### src/capcmp_pkg.sv
// package: register map, field positions, reset values and timing counts
// for the capture/compare timer; assumes 32-bit axi4-lite, byte regs
package capcmp_pkg;

    // ****************************************************************
    // register indices (byte address is four times the index)
    // ****************************************************************
    localparam logic [7:0] idx_pin_select = 8'h0a;
    localparam logic [7:0] idx_control = 8'h12;
    localparam logic [7:0] idx_status = 8'h13;
    localparam logic [7:0] idx_capture_hi = 8'h14;
    localparam logic [7:0] idx_capture_lo = 8'h15;
    localparam logic [7:0] idx_compare_hi = 8'h16;
    localparam logic [7:0] idx_compare_lo = 8'h17;
    localparam logic [7:0] idx_count_hi = 8'h18;
    localparam logic [7:0] idx_count_lo = 8'h19;
    localparam logic [7:0] idx_alt_count_hi = 8'h1a;
    localparam logic [7:0] idx_alt_count_lo = 8'h1b;
    localparam logic [7:0] idx_irq_status = 8'h20;
    localparam logic [7:0] idx_irq_mask = 8'h21;
    localparam int addr_width = 8;

    // ****************************************************************
    // field positions
    // ****************************************************************
    localparam int capture_pin_select_bit = 0;
    localparam int compare_pin_select_bit = 1;
    localparam int compare_output_level_bit = 0;
    localparam int capture_edge_select_bit = 1;
    localparam int capture_flag_bit = 7;
    localparam int compare_flag_bit = 6;
    localparam int counter_wrap_flag_bit = 5;
    localparam logic [7:0] control_write_mask = 8'h03;
    localparam logic [7:0] pin_select_write_mask = 8'h03;
    localparam logic [7:0] flag_mask = 8'he0;

    // ****************************************************************
    // reset values and timing
    // ****************************************************************
    localparam logic [15:0] count_reset = 16'hfffc;
    localparam logic [7:0] pin_select_reset = 8'h00;
    localparam logic [7:0] control_reset = 8'h00;
    localparam logic [15:0] compare_reset = 16'hffff;
    localparam logic [1:0] prescale_last = 2'h3;

    localparam logic [1:0] resp_okay = 2'h0;
    localparam logic [1:0] resp_slverr = 2'h2;

endpackage

### src/capcmp_edge_sync.sv
// edge finder for the capture pin: two-flop synchroniser, then an
// edge detector on the second flop; assumes pin is asynchronous to aclk
`timescale 1ns/1ps
module capcmp_edge_sync
(
    input wire logic aclk,
    input wire logic aresetn,
    input wire logic pin,
    output logic rise,
    output logic fall
);
    typedef struct packed {
        logic meta;
        logic sync;
        logic prev;
    } sync_state_t;

    sync_state_t state_r;
    sync_state_t state_nxt;

    always_comb
    begin
        state_nxt = state_r;
        state_nxt.meta = pin;
        state_nxt.sync = state_r.meta;
        state_nxt.prev = state_r.sync;
    end

    always_ff @(posedge aclk)
    begin
        if (!aresetn)
        begin
            state_r <= '0;
        end
        else
        begin
            state_r <= state_nxt;
        end
    end

    assign rise = state_r.sync && !state_r.prev;
    assign fall = !state_r.sync && state_r.prev;
endmodule // capcmp_edge_sync

### src/capcmp_timer.sv
// capture/compare timer with free-running counter and axi4-lite regs
// assumes one 200 mhz clock, synchronous active-low reset, raw pins
//
// Functional notes
// - read-only 16-bit counter steps once per four bus clocks.
// - selected capture pin edge copies count into capture register.
// - counter equal to compare value drives programmed level on pin.
// - capture and compare work only once pin select bits set.
// - compare select bit set makes port c line 1 the compare output.
// - capture select bit set makes port c line 0 the capture input.
// - high byte access suspends function until low byte accessed.
// - counter changes away from read sampling, reads see stable value.
// - reading the counter never changes its count.
// - reset presets counter to fffc, counting resumes from there.
// - edge select one picks rising, zero picks falling capture edges.
// - level control clocked to output register on next compare match.
// - wrap from ffff to 0000 sets counter wrap flag.
//
// The AXI4-Lite register port was left to the implementer.
`timescale 1ns/1ps
module capcmp_timer
    import capcmp_pkg::*;
(
    input wire logic aclk,
    input wire logic aresetn,
    input wire logic [capcmp_pkg::addr_width-1:0] s_axi_awaddr,
    input wire logic s_axi_awvalid,
    output logic s_axi_awready,
    input wire logic [31:0] s_axi_wdata,
    input wire logic [3:0] s_axi_wstrb,
    input wire logic s_axi_wvalid,
    output logic s_axi_wready,
    output logic [1:0] s_axi_bresp,
    output logic s_axi_bvalid,
    input wire logic s_axi_bready,
    input wire logic [capcmp_pkg::addr_width-1:0] s_axi_araddr,
    input wire logic s_axi_arvalid,
    output logic s_axi_arready,
    output logic [31:0] s_axi_rdata,
    output logic [1:0] s_axi_rresp,
    output logic s_axi_rvalid,
    input wire logic s_axi_rready,
    input wire logic capture_input_pin,
    input wire logic gpio_c1_out,
    input wire logic gpio_c1_oe,
    output logic port_c1_out,
    output logic port_c1_oe,
    output logic compare_output_pin,
    output logic irq
);
    import capcmp_pkg::*;

    typedef struct packed {
        logic aw_have;
        logic [7:0] aw_idx;
        logic w_have;
        logic [7:0] w_data;
        logic w_lane0;
        logic bvalid;
        logic [1:0] bresp;
        logic rvalid;
        logic [7:0] rdata;
        logic [1:0] rresp;
        logic [1:0] prescale;
        logic tick_d;
        logic [15:0] count;
        logic [7:0] count_buf;
        logic count_lock;
        logic [15:0] capture;
        logic capture_inh;
        logic [15:0] compare;
        logic compare_inh;
        logic level;
        logic [7:0] pin_select;
        logic [7:0] control;
        logic [7:0] flags;
        logic [7:0] mask;
    } timer_state_t;

    timer_state_t st_r;
    timer_state_t st_nxt;
    logic cap_rise;
    logic cap_fall;
    logic tick;
    logic capture_evt;
    logic compare_evt;
    logic wrap_evt;
    logic wr_go;
    logic rd_go;
    logic [7:0] rd_idx;
    logic [7:0] rd_val;
    logic rd_ok;
    logic wr_ok;
    logic [7:0] set_bits;

    // ****************************************************************
    // capture pin edges
    // ****************************************************************
    capcmp_edge_sync edge_sync_i
    (
        .aclk(aclk),
        .aresetn(aresetn),
        .pin(capture_input_pin),
        .rise(cap_rise),
        .fall(cap_fall)
    );

    // ****************************************************************
    // timer events
    // ****************************************************************
    assign tick = (st_r.prescale == prescale_last);
    assign wrap_evt = tick && (st_r.count == 16'hffff);
    assign capture_evt = st_r.pin_select[capture_pin_select_bit]
        && !st_r.capture_inh
        && (st_r.control[capture_edge_select_bit] ? cap_rise
            : cap_fall);
    assign compare_evt = st_r.pin_select[compare_pin_select_bit]
        && !st_r.compare_inh && st_r.tick_d
        && (st_r.count == st_r.compare);

    assign set_bits = {capture_evt, compare_evt, wrap_evt, 5'h00};

    // ****************************************************************
    // bus handshakes and decode
    // ****************************************************************
    assign s_axi_awready = !st_r.aw_have && !st_r.bvalid;
    assign s_axi_wready = !st_r.w_have && !st_r.bvalid;
    assign s_axi_arready = !st_r.rvalid;
    assign s_axi_bvalid = st_r.bvalid;
    assign s_axi_bresp = st_r.bresp;
    assign s_axi_rvalid = st_r.rvalid;
    assign s_axi_rresp = st_r.rresp;
    assign s_axi_rdata = {24'h000000, st_r.rdata};
    assign wr_go = st_r.aw_have && st_r.w_have && !st_r.bvalid;
    assign rd_go = s_axi_arvalid && s_axi_arready;
    assign rd_idx = {2'b00, s_axi_araddr[7:2]};
    assign wr_ok = (st_r.aw_idx == idx_pin_select)
        || (st_r.aw_idx == idx_control)
        || (st_r.aw_idx == idx_compare_hi)
        || (st_r.aw_idx == idx_compare_lo)
        || (st_r.aw_idx == idx_irq_status)
        || (st_r.aw_idx == idx_irq_mask);

    always_comb
    begin
        rd_ok = 1'b1;
        rd_val = 8'h00;
        unique case (rd_idx)
            idx_pin_select: rd_val = st_r.pin_select;
            idx_control: rd_val = st_r.control;
            idx_status: rd_val = st_r.flags;
            idx_capture_hi: rd_val = st_r.capture[15:8];
            idx_capture_lo: rd_val = st_r.capture[7:0];
            idx_compare_hi: rd_val = st_r.compare[15:8];
            idx_compare_lo: rd_val = st_r.compare[7:0];
            idx_count_hi, idx_alt_count_hi: rd_val = st_r.count[15:8];
            idx_count_lo, idx_alt_count_lo:
                rd_val = st_r.count_lock ? st_r.count_buf
                    : st_r.count[7:0];
            idx_irq_status: rd_val = st_r.flags;
            idx_irq_mask: rd_val = st_r.mask;
            default: rd_ok = 1'b0;
        endcase
    end

    // ****************************************************************
    // next state
    // ****************************************************************
    always_comb
    begin
        st_nxt = st_r;
        // prescaler and counter: only the prescaler tick moves the
        // count, so a read never disturbs it
        st_nxt.prescale = st_r.prescale + 2'h1;
        st_nxt.tick_d = tick;
        if (tick)
        begin
            st_nxt.count = st_r.count + 16'h0001;
        end
        if (capture_evt)
        begin
            st_nxt.capture = st_r.count;
        end
        if (compare_evt)
        begin
            st_nxt.level = st_r.control[compare_output_level_bit];
        end
        // write channel
        if (s_axi_awvalid && s_axi_awready)
        begin
            st_nxt.aw_have = 1'b1;
            st_nxt.aw_idx = {2'b00, s_axi_awaddr[7:2]};
        end
        if (s_axi_wvalid && s_axi_wready)
        begin
            st_nxt.w_have = 1'b1;
            st_nxt.w_data = s_axi_wdata[7:0];
            st_nxt.w_lane0 = s_axi_wstrb[0];
        end
        if (wr_go)
        begin
            st_nxt.aw_have = 1'b0;
            st_nxt.w_have = 1'b0;
            st_nxt.bvalid = 1'b1;
            st_nxt.bresp = wr_ok ? resp_okay : resp_slverr;
            if (st_r.w_lane0)
            begin
                unique case (st_r.aw_idx)
                    idx_pin_select: st_nxt.pin_select =
                        st_r.w_data & pin_select_write_mask;
                    idx_control: st_nxt.control =
                        st_r.w_data & control_write_mask;
                    idx_compare_hi:
                    begin
                        st_nxt.compare[15:8] = st_r.w_data;
                        st_nxt.compare_inh = 1'b1;
                    end
                    idx_compare_lo:
                    begin
                        st_nxt.compare[7:0] = st_r.w_data;
                        st_nxt.compare_inh = 1'b0;
                    end
                    idx_irq_status: st_nxt.flags =
                        st_r.flags & ~(st_r.w_data & flag_mask);
                    idx_irq_mask: st_nxt.mask = st_r.w_data & flag_mask;
                    default: st_nxt.bresp = resp_slverr;
                endcase
            end
        end
        if (st_r.bvalid && s_axi_bready)
        begin
            st_nxt.bvalid = 1'b0;
        end
        // read channel and its side effects
        if (rd_go)
        begin
            st_nxt.rvalid = 1'b1;
            st_nxt.rdata = rd_val;
            st_nxt.rresp = rd_ok ? resp_okay : resp_slverr;
            if ((rd_idx == idx_count_hi || rd_idx == idx_alt_count_hi)
                && !st_r.count_lock)
            begin
                st_nxt.count_lock = 1'b1;
                st_nxt.count_buf = st_r.count[7:0];
            end
            if (rd_idx == idx_count_lo || rd_idx == idx_alt_count_lo)
            begin
                st_nxt.count_lock = 1'b0;
            end
            if (rd_idx == idx_capture_hi)
            begin
                st_nxt.capture_inh = 1'b1;
            end
            if (rd_idx == idx_capture_lo)
            begin
                st_nxt.capture_inh = 1'b0;
            end
        end
        if (st_r.rvalid && s_axi_rready)
        begin
            st_nxt.rvalid = 1'b0;
        end
        // hardware set wins over a same-cycle software clear
        st_nxt.flags = st_nxt.flags | set_bits;
    end

    always_ff @(posedge aclk)
    begin
        if (!aresetn)
        begin
            st_r <= '0;
            st_r.count <= count_reset;
            st_r.compare <= compare_reset;
            st_r.pin_select <= pin_select_reset;
            st_r.control <= control_reset;
        end
        else
        begin
            st_r <= st_nxt;
        end
    end

    // ****************************************************************
    // pins and interrupt
    // ****************************************************************
    assign compare_output_pin = st_r.level;
    assign port_c1_out = st_r.pin_select[compare_pin_select_bit]
        ? st_r.level : gpio_c1_out;
    assign port_c1_oe = st_r.pin_select[compare_pin_select_bit]
        || gpio_c1_oe;
    assign irq = |(st_r.flags & st_r.mask);
endmodule // capcmp_timer

### config.mk
export PLATFORM = sky130hd
export DESIGN_NAME = capcmp_timer
export DESIGN_NICKNAME = d
export VERILOG_FILES = /design/src/capcmp_pkg.sv /design/src/capcmp_edge_sync.sv /design/src/capcmp_timer.sv
export SDC_FILE = /design/constraint.sdc
export NUM_CORES = 1
export LEC_CHECK = 0
export BUFFER_PORTS_ARGS = -buffer_cell sky130_fd_sc_hd__buf_2
export CORE_ASPECT_RATIO = 1.1
export CORE_MARGIN = 5
export CORE_UTILIZATION = 30
export CTS_BUF_LIST = sky130_fd_sc_hd__clkbuf_4
export DETAILED_ROUTE_END_ITERATION = 8
export PLACE_DENSITY = 0.57
export SLEW_MARGIN = 40
export SYNTH_ARGS = -nofsm -noshare
export SYNTH_HDL_FRONTEND = slang
export SYNTH_SLANG_ARGS = --single-unit
### constraint.sdc
create_clock -name aclk -period 2.05 [get_ports aclk]
set_input_delay 0.41 -clock aclk [delete_from_list [all_inputs] [get_ports aclk]]
set_output_delay 0.41 -clock aclk [all_outputs]
set_load 0.05 [all_outputs]
# Yosys cells after proc, flatten, opt, wreduce, memory -nomap -nowiden
# Cells that the tools add are included.
[totals]
output_inout_bits = 45
inputBits = 62
register_bits = 112
[classes]
n_eq_ne = 22
n_reduce_logical = 56
add_sub_neg = 2
n_bitwise = 5
n_mux = 18
[op_table]
columns = ["cell", "n"]
rows = [
  ["8-bit case mux with 10 select lines", 1],
  ["6-bit by 5-bit equality test with 1-bit output, second input constant", 13],
  ["16-bit two-way mux", 2],
  ["6-bit equality test, second input constant", 4],
  ["8-bit two-way mux", 3],
  ["1-bit logical AND", 18],
  ["3-bit AND reduction", 6],
  ["16-bit by 1-bit adder with 16-bit output, second input constant", 1],
  ["8-bit bitwise AND", 2],
  ["16-bit equality test", 1],
  ["16-bit equality test, second input constant", 1],
  ["13-bit OR reduction", 1],
  ["6-bit by 4-bit equality test with 1-bit output, second input constant", 2],
  ["2-bit OR reduction", 6],
  ["1-bit logical NOT", 9],
  ["1-bit logical OR", 8],
  ["2-bit two-way mux", 4],
  ["8-bit inverter", 1],
  ["8-bit bitwise OR", 1],
  ["8-bit OR reduction", 1],
  ["1-bit two-way mux", 7],
  ["2-bit AND reduction", 3],
  ["2-bit nonzero test", 3],
  ["6-bit OR reduction", 1],
  ["other kinds (4)", 4],
]

# Longest topological paths before layout
# Gate-level depths: netlist of the first run.
[logic_depth]
ltp_word = 9
depth_mapped = 8

# Cells and area by module
# Synthesis of the first run repeated with hierarchy kept, for this count alone.
[unflattened]
cells_unflattened = 568
hier_area_um2 = 5109.9
[modules_own_cells]
columns = ["mod", "cells_each", "area_per_inst_um2", "n_inst", "seq_area_each_um2"]
rows = [
  ["capcmp_timer", 560, 5018.6, 1, 2042.0],
  ["capcmp_edge_sync", 8, 91.3, 1, 60.1],
]

# Least setup slack after synthesis of the first run
# OpenSTA, ideal clock, no wires.
[synth_path]
path_type = "reg2reg"
startpoint = "register st_r, in the netlist s_axi_bvalid"
endpoint = "register st_r[119] in the netlist's numbering"
n_path_buf = 1
setup_time_ns = 0.128
path_slack_ns = -0.132
stages_incl_launch_ff = 6
arrival_time_ns = 2.054
t_required_ns = 1.922
path_cell_list = "dfxtp_1 > nor2_1 > and2_1 > clkbuf_1 > mux2i_1 > nor2_1"
[synth_between]
elab_chain_cells = 3
[synth_rtl]
columns = ["element", "line_no", "rtl"]
rows = [
  ["start, declared", "capcmp_timer.sv:80", "timer_state_t st_r;"],
  ["start signal, assigned", "capcmp_timer.sv:279", "st_r <= st_nxt;"],
  ["1-bit logical NOT", "capcmp_timer.sv:126", "assign s_axi_awready = !st_r.aw_have && !st_r.bvalid;"],
  ["1-bit logical AND", "capcmp_timer.sv:126", ""],
  ["net s_axi_awready", "capcmp_timer.sv:28", "output logic s_axi_awready,"],
  ["1-bit logical AND", "capcmp_timer.sv:189", "if (s_axi_awvalid && s_axi_awready)"],
]
# The timed path passes the listed nets, and every way through them passes these cells.
# A chain may end at the register's enable or synchronous reset.

# Final worst setup path of the first run
[layout_path]
startpoint = "register st_r[25] in the netlist's numbering"
endpoint = "output port port_c1_out"
[layout_between]
elab_chain_cells = 1
[layout_rtl]
columns = ["element", "line_no", "rtl"]
rows = [
  ["1-bit two-way mux", "capcmp_timer.sv:288", "? st_r.level : gpio_c1_out;"],
  ["end, declared", "capcmp_timer.sv:46", "output logic port_c1_out,"],
]
# Every way passes these cells.

==> flow_metrics.py, run 1 <==
metrics = {
    "finish": {
        "finalNetCount": 695,
        "fin_util_pct": 34.0,
        "drive_gt1_share_pct": 18.7,
        "area_delta_synth_final_pct": 11.8,
        "final_cells": 871,
    },
    "routing": {
        "wire_per_inst_um": 14.6,
        "drt_first_pass_iters": 4,
        "drtIter0Drc": 168,
        "drc": 0,
        "routed_wl_um": 12700,
        "drtAntennaViolNets": 0,
        "viasPerCell": 4.70,
        "via_count": 4096,
    },
    "critical_path": {
        "cp.required_ns": 1.64,
        "worstRegToRegCells": 5,
        "r2r_setup_slack_ns": 0.15,
        "critPathMaxFanout": 4,
        "timing.rr.start": "st_r[36]",
        "rr_endpoint": "compare_output_pin",
        "criticalPathCategory": "register to output port",
        "start_kind": "register",
        "worstPathArrival_ns": 1.51,
        "startpoint": "st_r[25]",
        "crit_end": "port_c1_out",
        "end_kind": "output port",
    },
    "yosys": {
        "synth.yosys.warnings": 0,
        "synthArstFlopShare_pct": 0,
        "synthFlopType": "dfxtp_1",
        "synthCells": 584,
        "synth_edf_count": 0,
        "synth.distinct_cells": 58,
        "seq_area_frac_synth_pct": 40.8,
        "synth-seq-cells": 105,
        "netlist_area_mm2": 0.00515,
        "syn_area_per_cell_um2": 8.82,
    },
    "min_path": {
        "hp-class": "input pin to register",
    },
    "timing": {
        "layout_min_cycle_time_ns": 1.92,
        "maxSlewHeadroom_pct": 62.5,
        "drv_slew": 0,
        "tightest_slew_ns": 0.555,
        "rsz0062_at_grt": "false",
        "hold_violations": 0,
        "finalCritPeriodShare_pct": 93.6,
        "tns_ns": 0,
        "fmax_ghz": 0.521,
        "setup_viol": 0,
        "clock_skew_ns": 0.0151,
    },
    "global_routing": {
        "grt.total_usage_pct": 12.9,
        "grt_pass1_wl_um": 20600,
        "grt_antenna_before_repair": 1,
        "grt_pass1_vias": 3862,
        "overflow": 0,
        "grt_max_degree": 62,
    },
    "die": {
        "core-area_mm2": 0.0170,
        "io_pins": 107,
        "fp-row-count": 50,
        "start_util_pct": 30.4,
        "die-area_mm2": 0.0199,
        "die_w_um": 135,
        "die_h_um": 147,
    },
    "clock_network": {
        "clock_path_buffers": 2,
        "cts_made_buffers": 9,
        "postCtsSetupBuffers": 0,
        "clkSinkCount": 105,
        "cts_root_buf": "clkbuf_4",
        "clock_latency_ns": 0.45,
        "clkTransAtPathRegs_ns": 0.14,
        "cts_tree": "done",
        "cts_max_level": 3,
    },
    "placed_design": {
        "gp_congestion": 0.801,
        "dp_hpwl_um": 9610,
        "portBuffers": 49,
        "dp_cells": 854,
    },
    "run": {
        "maxCapViolations": 0,
    },
    "pwr": {
        "ir_drop_v": 0.000336,
        "power_mw": 3.49,
        "leakagePower_nw": 2.36,
        "power_density_mw_per_mm2": 606,
    },
    "run_status": {
        "status": "completed",
    },
}
-- cell usage in the layout, fill, tap and decap left out, drive strengths merged, types with 7 or more instances in the layout --
master / count
nand2: 62
xor2: 13
nand3: 21
nor3: 17
nand4: 7
inv: 11
clkbuf: 11
nor2: 53
conb: 26
or3: 8
xnor2: 12
buf: 88
mux2i: 65
and2: 10
o21ai: 11
a21oi: 27
dfxtp: 105
-- flip-flops by register name, summed over array words and instances (netlist names) --
register,cells
st_r,89
s_axi_rdata,8
compare_output_pin,1
s_axi_rvalid,1
s_axi_bvalid,1
edge_sync_i.state_nxt,2
s_axi_bresp,1
edge_sync_i.state_r,1
s_axi_rresp,1
-- kinds of logic after synthesis --
group / count (synthesis) / synth area share (%)
buffers and inverters: 88 / 9.42
other: 1 / 0.0728
multiplexers: 69 / 13.5
flip-flops: 105 / 40.8
adder cells (fa/ha/maj): 2 / 0.486
XOR/XNOR: 25 / 4.40
AND/OR/NAND/NOR: 222 / 22.0
AO/OA/AOI/OAI: 72 / 9.28
-- layout make-up --
type,count,area (µm²)
Multi-Input combinational cell,416,2670
Fill cell,1835,11200
Sequential cell,105,2100
Clock buffer,11,82.6
Timing Repair Buffer,88,551
Antenna cell,1,2.50
Tap cell,234,293
Clock inverter,5,22.5
Inverter,11,41.3
-- metrics by stage --
step	setup slack [ns]	instance area (µm²)	hold slack (ns)
floorplan	0.0375	5250	0.399
global placement	0.0865	5650	0.410
detailed placement	0.0843	5650	0.413
CTS	0.0570	5760	0.134
global route	0.0263	5760	0.132
finish	0.132	5760	0.161
-- worst max-delay path, cell delays in order (launching register included) --
cell and delay (ns):
dfxtp_2 0.37, buf_4 0.16, mux2_2 0.33, buf_2 0.21
-- repair_timing --
action | 4_1_cts | 5_1_grt
hold buffers | 0 | 0
resized for setup | 0 | 1
setup endpoints to repair | 0 | 1
-- how the worst min path moves through the flow --
stage / from / to / slack [ns] / cells past startpoint
after global routing: capture_input_pin / edge_sync_i.state_nxt[1] / 0.13 / 2
final: capture_input_pin / edge_sync_i.state_nxt[1] / 0.16 / 2
after CTS: capture_input_pin / edge_sync_i.state_nxt[1] / 0.13 / 2
after detailed placement: st_r[93] / st_r[93] / 0.41 / 1
after global placement: st_r[93] / st_r[93] / 0.41 / 1
after floorplan: st_r[93] / st_r[93] / 0.40 / 1
-- layer usage --
layer  vias to the layer above  routed length (µm)  GRT usage (%)
li1                       2074                   -              -
met1                      1919                6230           18.6
met2                        92                5620           19.4
met3                        11                 675           2.59
met4                         0                 214           4.33
met5                         -                   0              0
-- where the power goes --
group / internal, mW / total [mW] / switching, mW / leakage, nW
registers: 2.08 / 2.13 / 0.0433 / 0.852
clock network: 0.265 / 0.916 / 0.651 / 0.0655
logic: 0.131 / 0.452 / 0.320 / 1.44
-- cells in the mapped netlist (5+ instances only) --
cell / instances / area, µm²
buf_2: 10 / 50.1
nor2_1: 53 / 199
and2_1: 9 / 56.3
buf_4: 36 / 270
or3_1: 7 / 43.8
xnor2_1: 11 / 96.3
dfxtp_1: 105 / 2100
o21ai_0: 11 / 55.1
mux2i_1: 65 / 651
a32oi_1: 5 / 43.8
nor2b_1: 5 / 31.3
clkbuf_1: 28 / 105
a211oi_1: 5 / 37.5
a21oi_1: 27 / 135
nand2_1: 62 / 233
nor4b_1: 5 / 43.8
nand4_1: 7 / 43.8
nor3_1: 17 / 85.1
xor2_1: 13 / 114
inv_1: 10 / 37.5
nand3_1: 21 / 105
(Power assumes the default switching activity.)
==> run 2: changes to the inputs <==
Settings changed: PLACE_DENSITY 0.57 to default, PLACE_DENSITY_LB_ADDON from default to 0.3.
==> flow_metrics.py, run 2 (same netlist as run 1, synthesis figures left out) <==
metrics = {
    "run_status": {
        "status": "completed",
    },
    "pwr": {
        "p_int_mw": 2.94,
        "comb_power_share_pct": 10.9,
        "power_density_mw_per_mm2": 693,
        "power.share.switching_pct": 26.4,
        "p_clk_share_pct": 35.9,
        "leakagePower_nw": 2.34,
        "power_mw": 4.00,
        "power_frac_seq_pct": 53.2,
        "ir_drop_v": 0.000339,
        "p_sw_mw": 1.06,
    },
    "timing": {
        "fmax_ghz": 0.509,
        "drv_slew": 0,
        "maxSlewHeadroom_pct": 61.8,
        "tightest_slew_ns": 0.565,
        "setup_viol": 0,
        "finalCritPeriodShare_pct": 95.8,
        "hold-worst-slack_ns": 0.108,
        "hold_violations": 0,
        "clock_skew_ns": 0.0203,
        "layout_min_cycle_time_ns": 1.96,
    },
    "placed_design": {
        "portBuffers": 49,
        "dp_hpwl_um": 9960,
        "gp_congestion": 0.841,
    },
    "routing": {
        "via_count": 4189,
        "wire_per_inst_um": 15.3,
        "drc": 0,
        "drtIter0Drc": 253,
        "drt_first_pass_iters": 5,
        "drtAntennaViolNets": 0,
        "viasPerCell": 4.87,
        "routed_wl_um": 13100,
    },
    "finish": {
        "finalNetCount": 684,
        "area_delta_synth_final_pct": 12.0,
        "multiInputGateArea_mm2": 0.00267,
        "final_common_cell": "dfxtp_1",
        "final_cell_mix": "104 x dfxtp_1, 65 x mux2i_1, 62 x nand2_1, 52 x nor2_1, 48 x buf_2",
        "fillCellCount": 1763,
        "regMostFlops": "st_r",
        "drive_gt1_share_pct": 17.4,
        "largest_reg_flops": 89,
        "regArea_mm2": 0.00210,
    },
    "critical_path": {
        "r2r_setup_slack_ns": 0.18,
        "criticalPathCategory": "register to output port",
        "end_kind": "output port",
        "critPathMaxFanout": 4,
        "worstPathArrival_ns": 1.55,
        "start_kind": "register",
        "cp.required_ns": 1.64,
    },
    "clock_network": {
        "clkSinkCount": 105,
        "cts_made_buffers": 9,
        "clkTransAtPathRegs_ns": 0.16,
        "clock_latency_ns": 0.49,
        "cts_root_buf": "clkbuf_4",
        "cts_tree": "done",
        "cts_max_level": 3,
        "cts_hold_buffers": 0,
        "clock_path_buffers": 2,
    },
    "die": {
        "fp-row-count": 50,
        "core-area_mm2": 0.0170,
        "die-area_mm2": 0.0199,
        "die_w_um": 135,
        "die_h_um": 147,
        "io_pins": 107,
        "start_util_pct": 30.4,
    },
    "global_routing": {
        "grt_antenna_before_repair": 1,
        "overflow": 0,
        "grt_pass1_vias": 4078,
        "grt_pass1_wl_um": 21200,
        "grt_max_degree": 39,
        "grt.total_usage_pct": 13.4,
    },
    "run": {
        "maxCapViolations": 0,
    },
    "min_path": {
        "hp-class": "input pin to register",
    },
}
run 2: changes by cell type in the layout (fill, tap and decap cells not counted):
cell,delta
clkinv_4,+1
inv_6,+1
buf_2,-1
buf_12,-1
bufinv_16,+4
clkinv_1,-1
buf_4,-9
clkbuf_4,-2
clkinv_2,-3
run 2: power groups by stage:
stage          combinational, mW  clock, mW  sequential (mW)
2_1_floorplan              0.382          0             2.16
3_3_place_gp               0.429          0             2.17
3_5_place_dp               0.435          0             2.17
4_1_cts                    0.436       1.48             2.13
5_1_grt                    0.475       1.57             2.13
6_report                   0.436       1.44             2.13
run 2: stage by stage:
stage	cells	area, µm²	utilization, %	TNS, ns	setup slack, ns
finish	860	5770	34.0	0	0.0869
global route	860	5770	34.0	-0.00193	-0.00193
CTS	858	5760	34.0	0	0.0185
detailed placement	842	5550	32.7	0	0.0649
global placement	842	5550	32.7	0	0.109
floorplan	609	5250	-	0	0.0375
run 2: path summary, 6_finish.rpt:
check                                       start                       end  cells past startpoint
worst max-delay path                     st_r[25]               port_c1_out                      3
worst min-delay path            capture_input_pin  edge_sync_i.state_nxt[1]                      2
worst max register to register           st_r[39]        compare_output_pin                      5
worst min register to register           st_r[93]                  st_r[93]                      1
run 2: cell type report:
type | count | area share [%]
clock inverters | 7 | 2.45
repair buffers | 77 | 7.93
multi-input cells | 416 | 46.2
well taps | 234 | 5.07
diodes | 1 | 0.0434
inverters | 11 | 0.715
flip-flops and latches | 105 | 36.4
clock buffers | 9 | 1.17
run 2: critical path: stages (launching register included):
cell	delay (ns)
dfxtp_2	0.37
buf_4	0.17
mux2_2	0.34
buf_4	0.19
run 2: metal layers:
metal / GRT usage, % / part of all wire [%] / vias to the layer above
met5: 0 / 0 / -
met4: 5.75 / 2.5 / 0
met3: 2.65 / 5.4 / 20
met2: 21.5 / 46 / 124
met1: 17.4 / 46 / 1996
li1: - / - / 2049
run 2: repair_timing:
| item | CTS | global route |
|---|---|---|
| resized for setup | 1 | 2 |
| pin swaps | 0 | 1 |
| setup buffers | 0 | 1 |
| setup endpoints to repair | 1 | 2 |
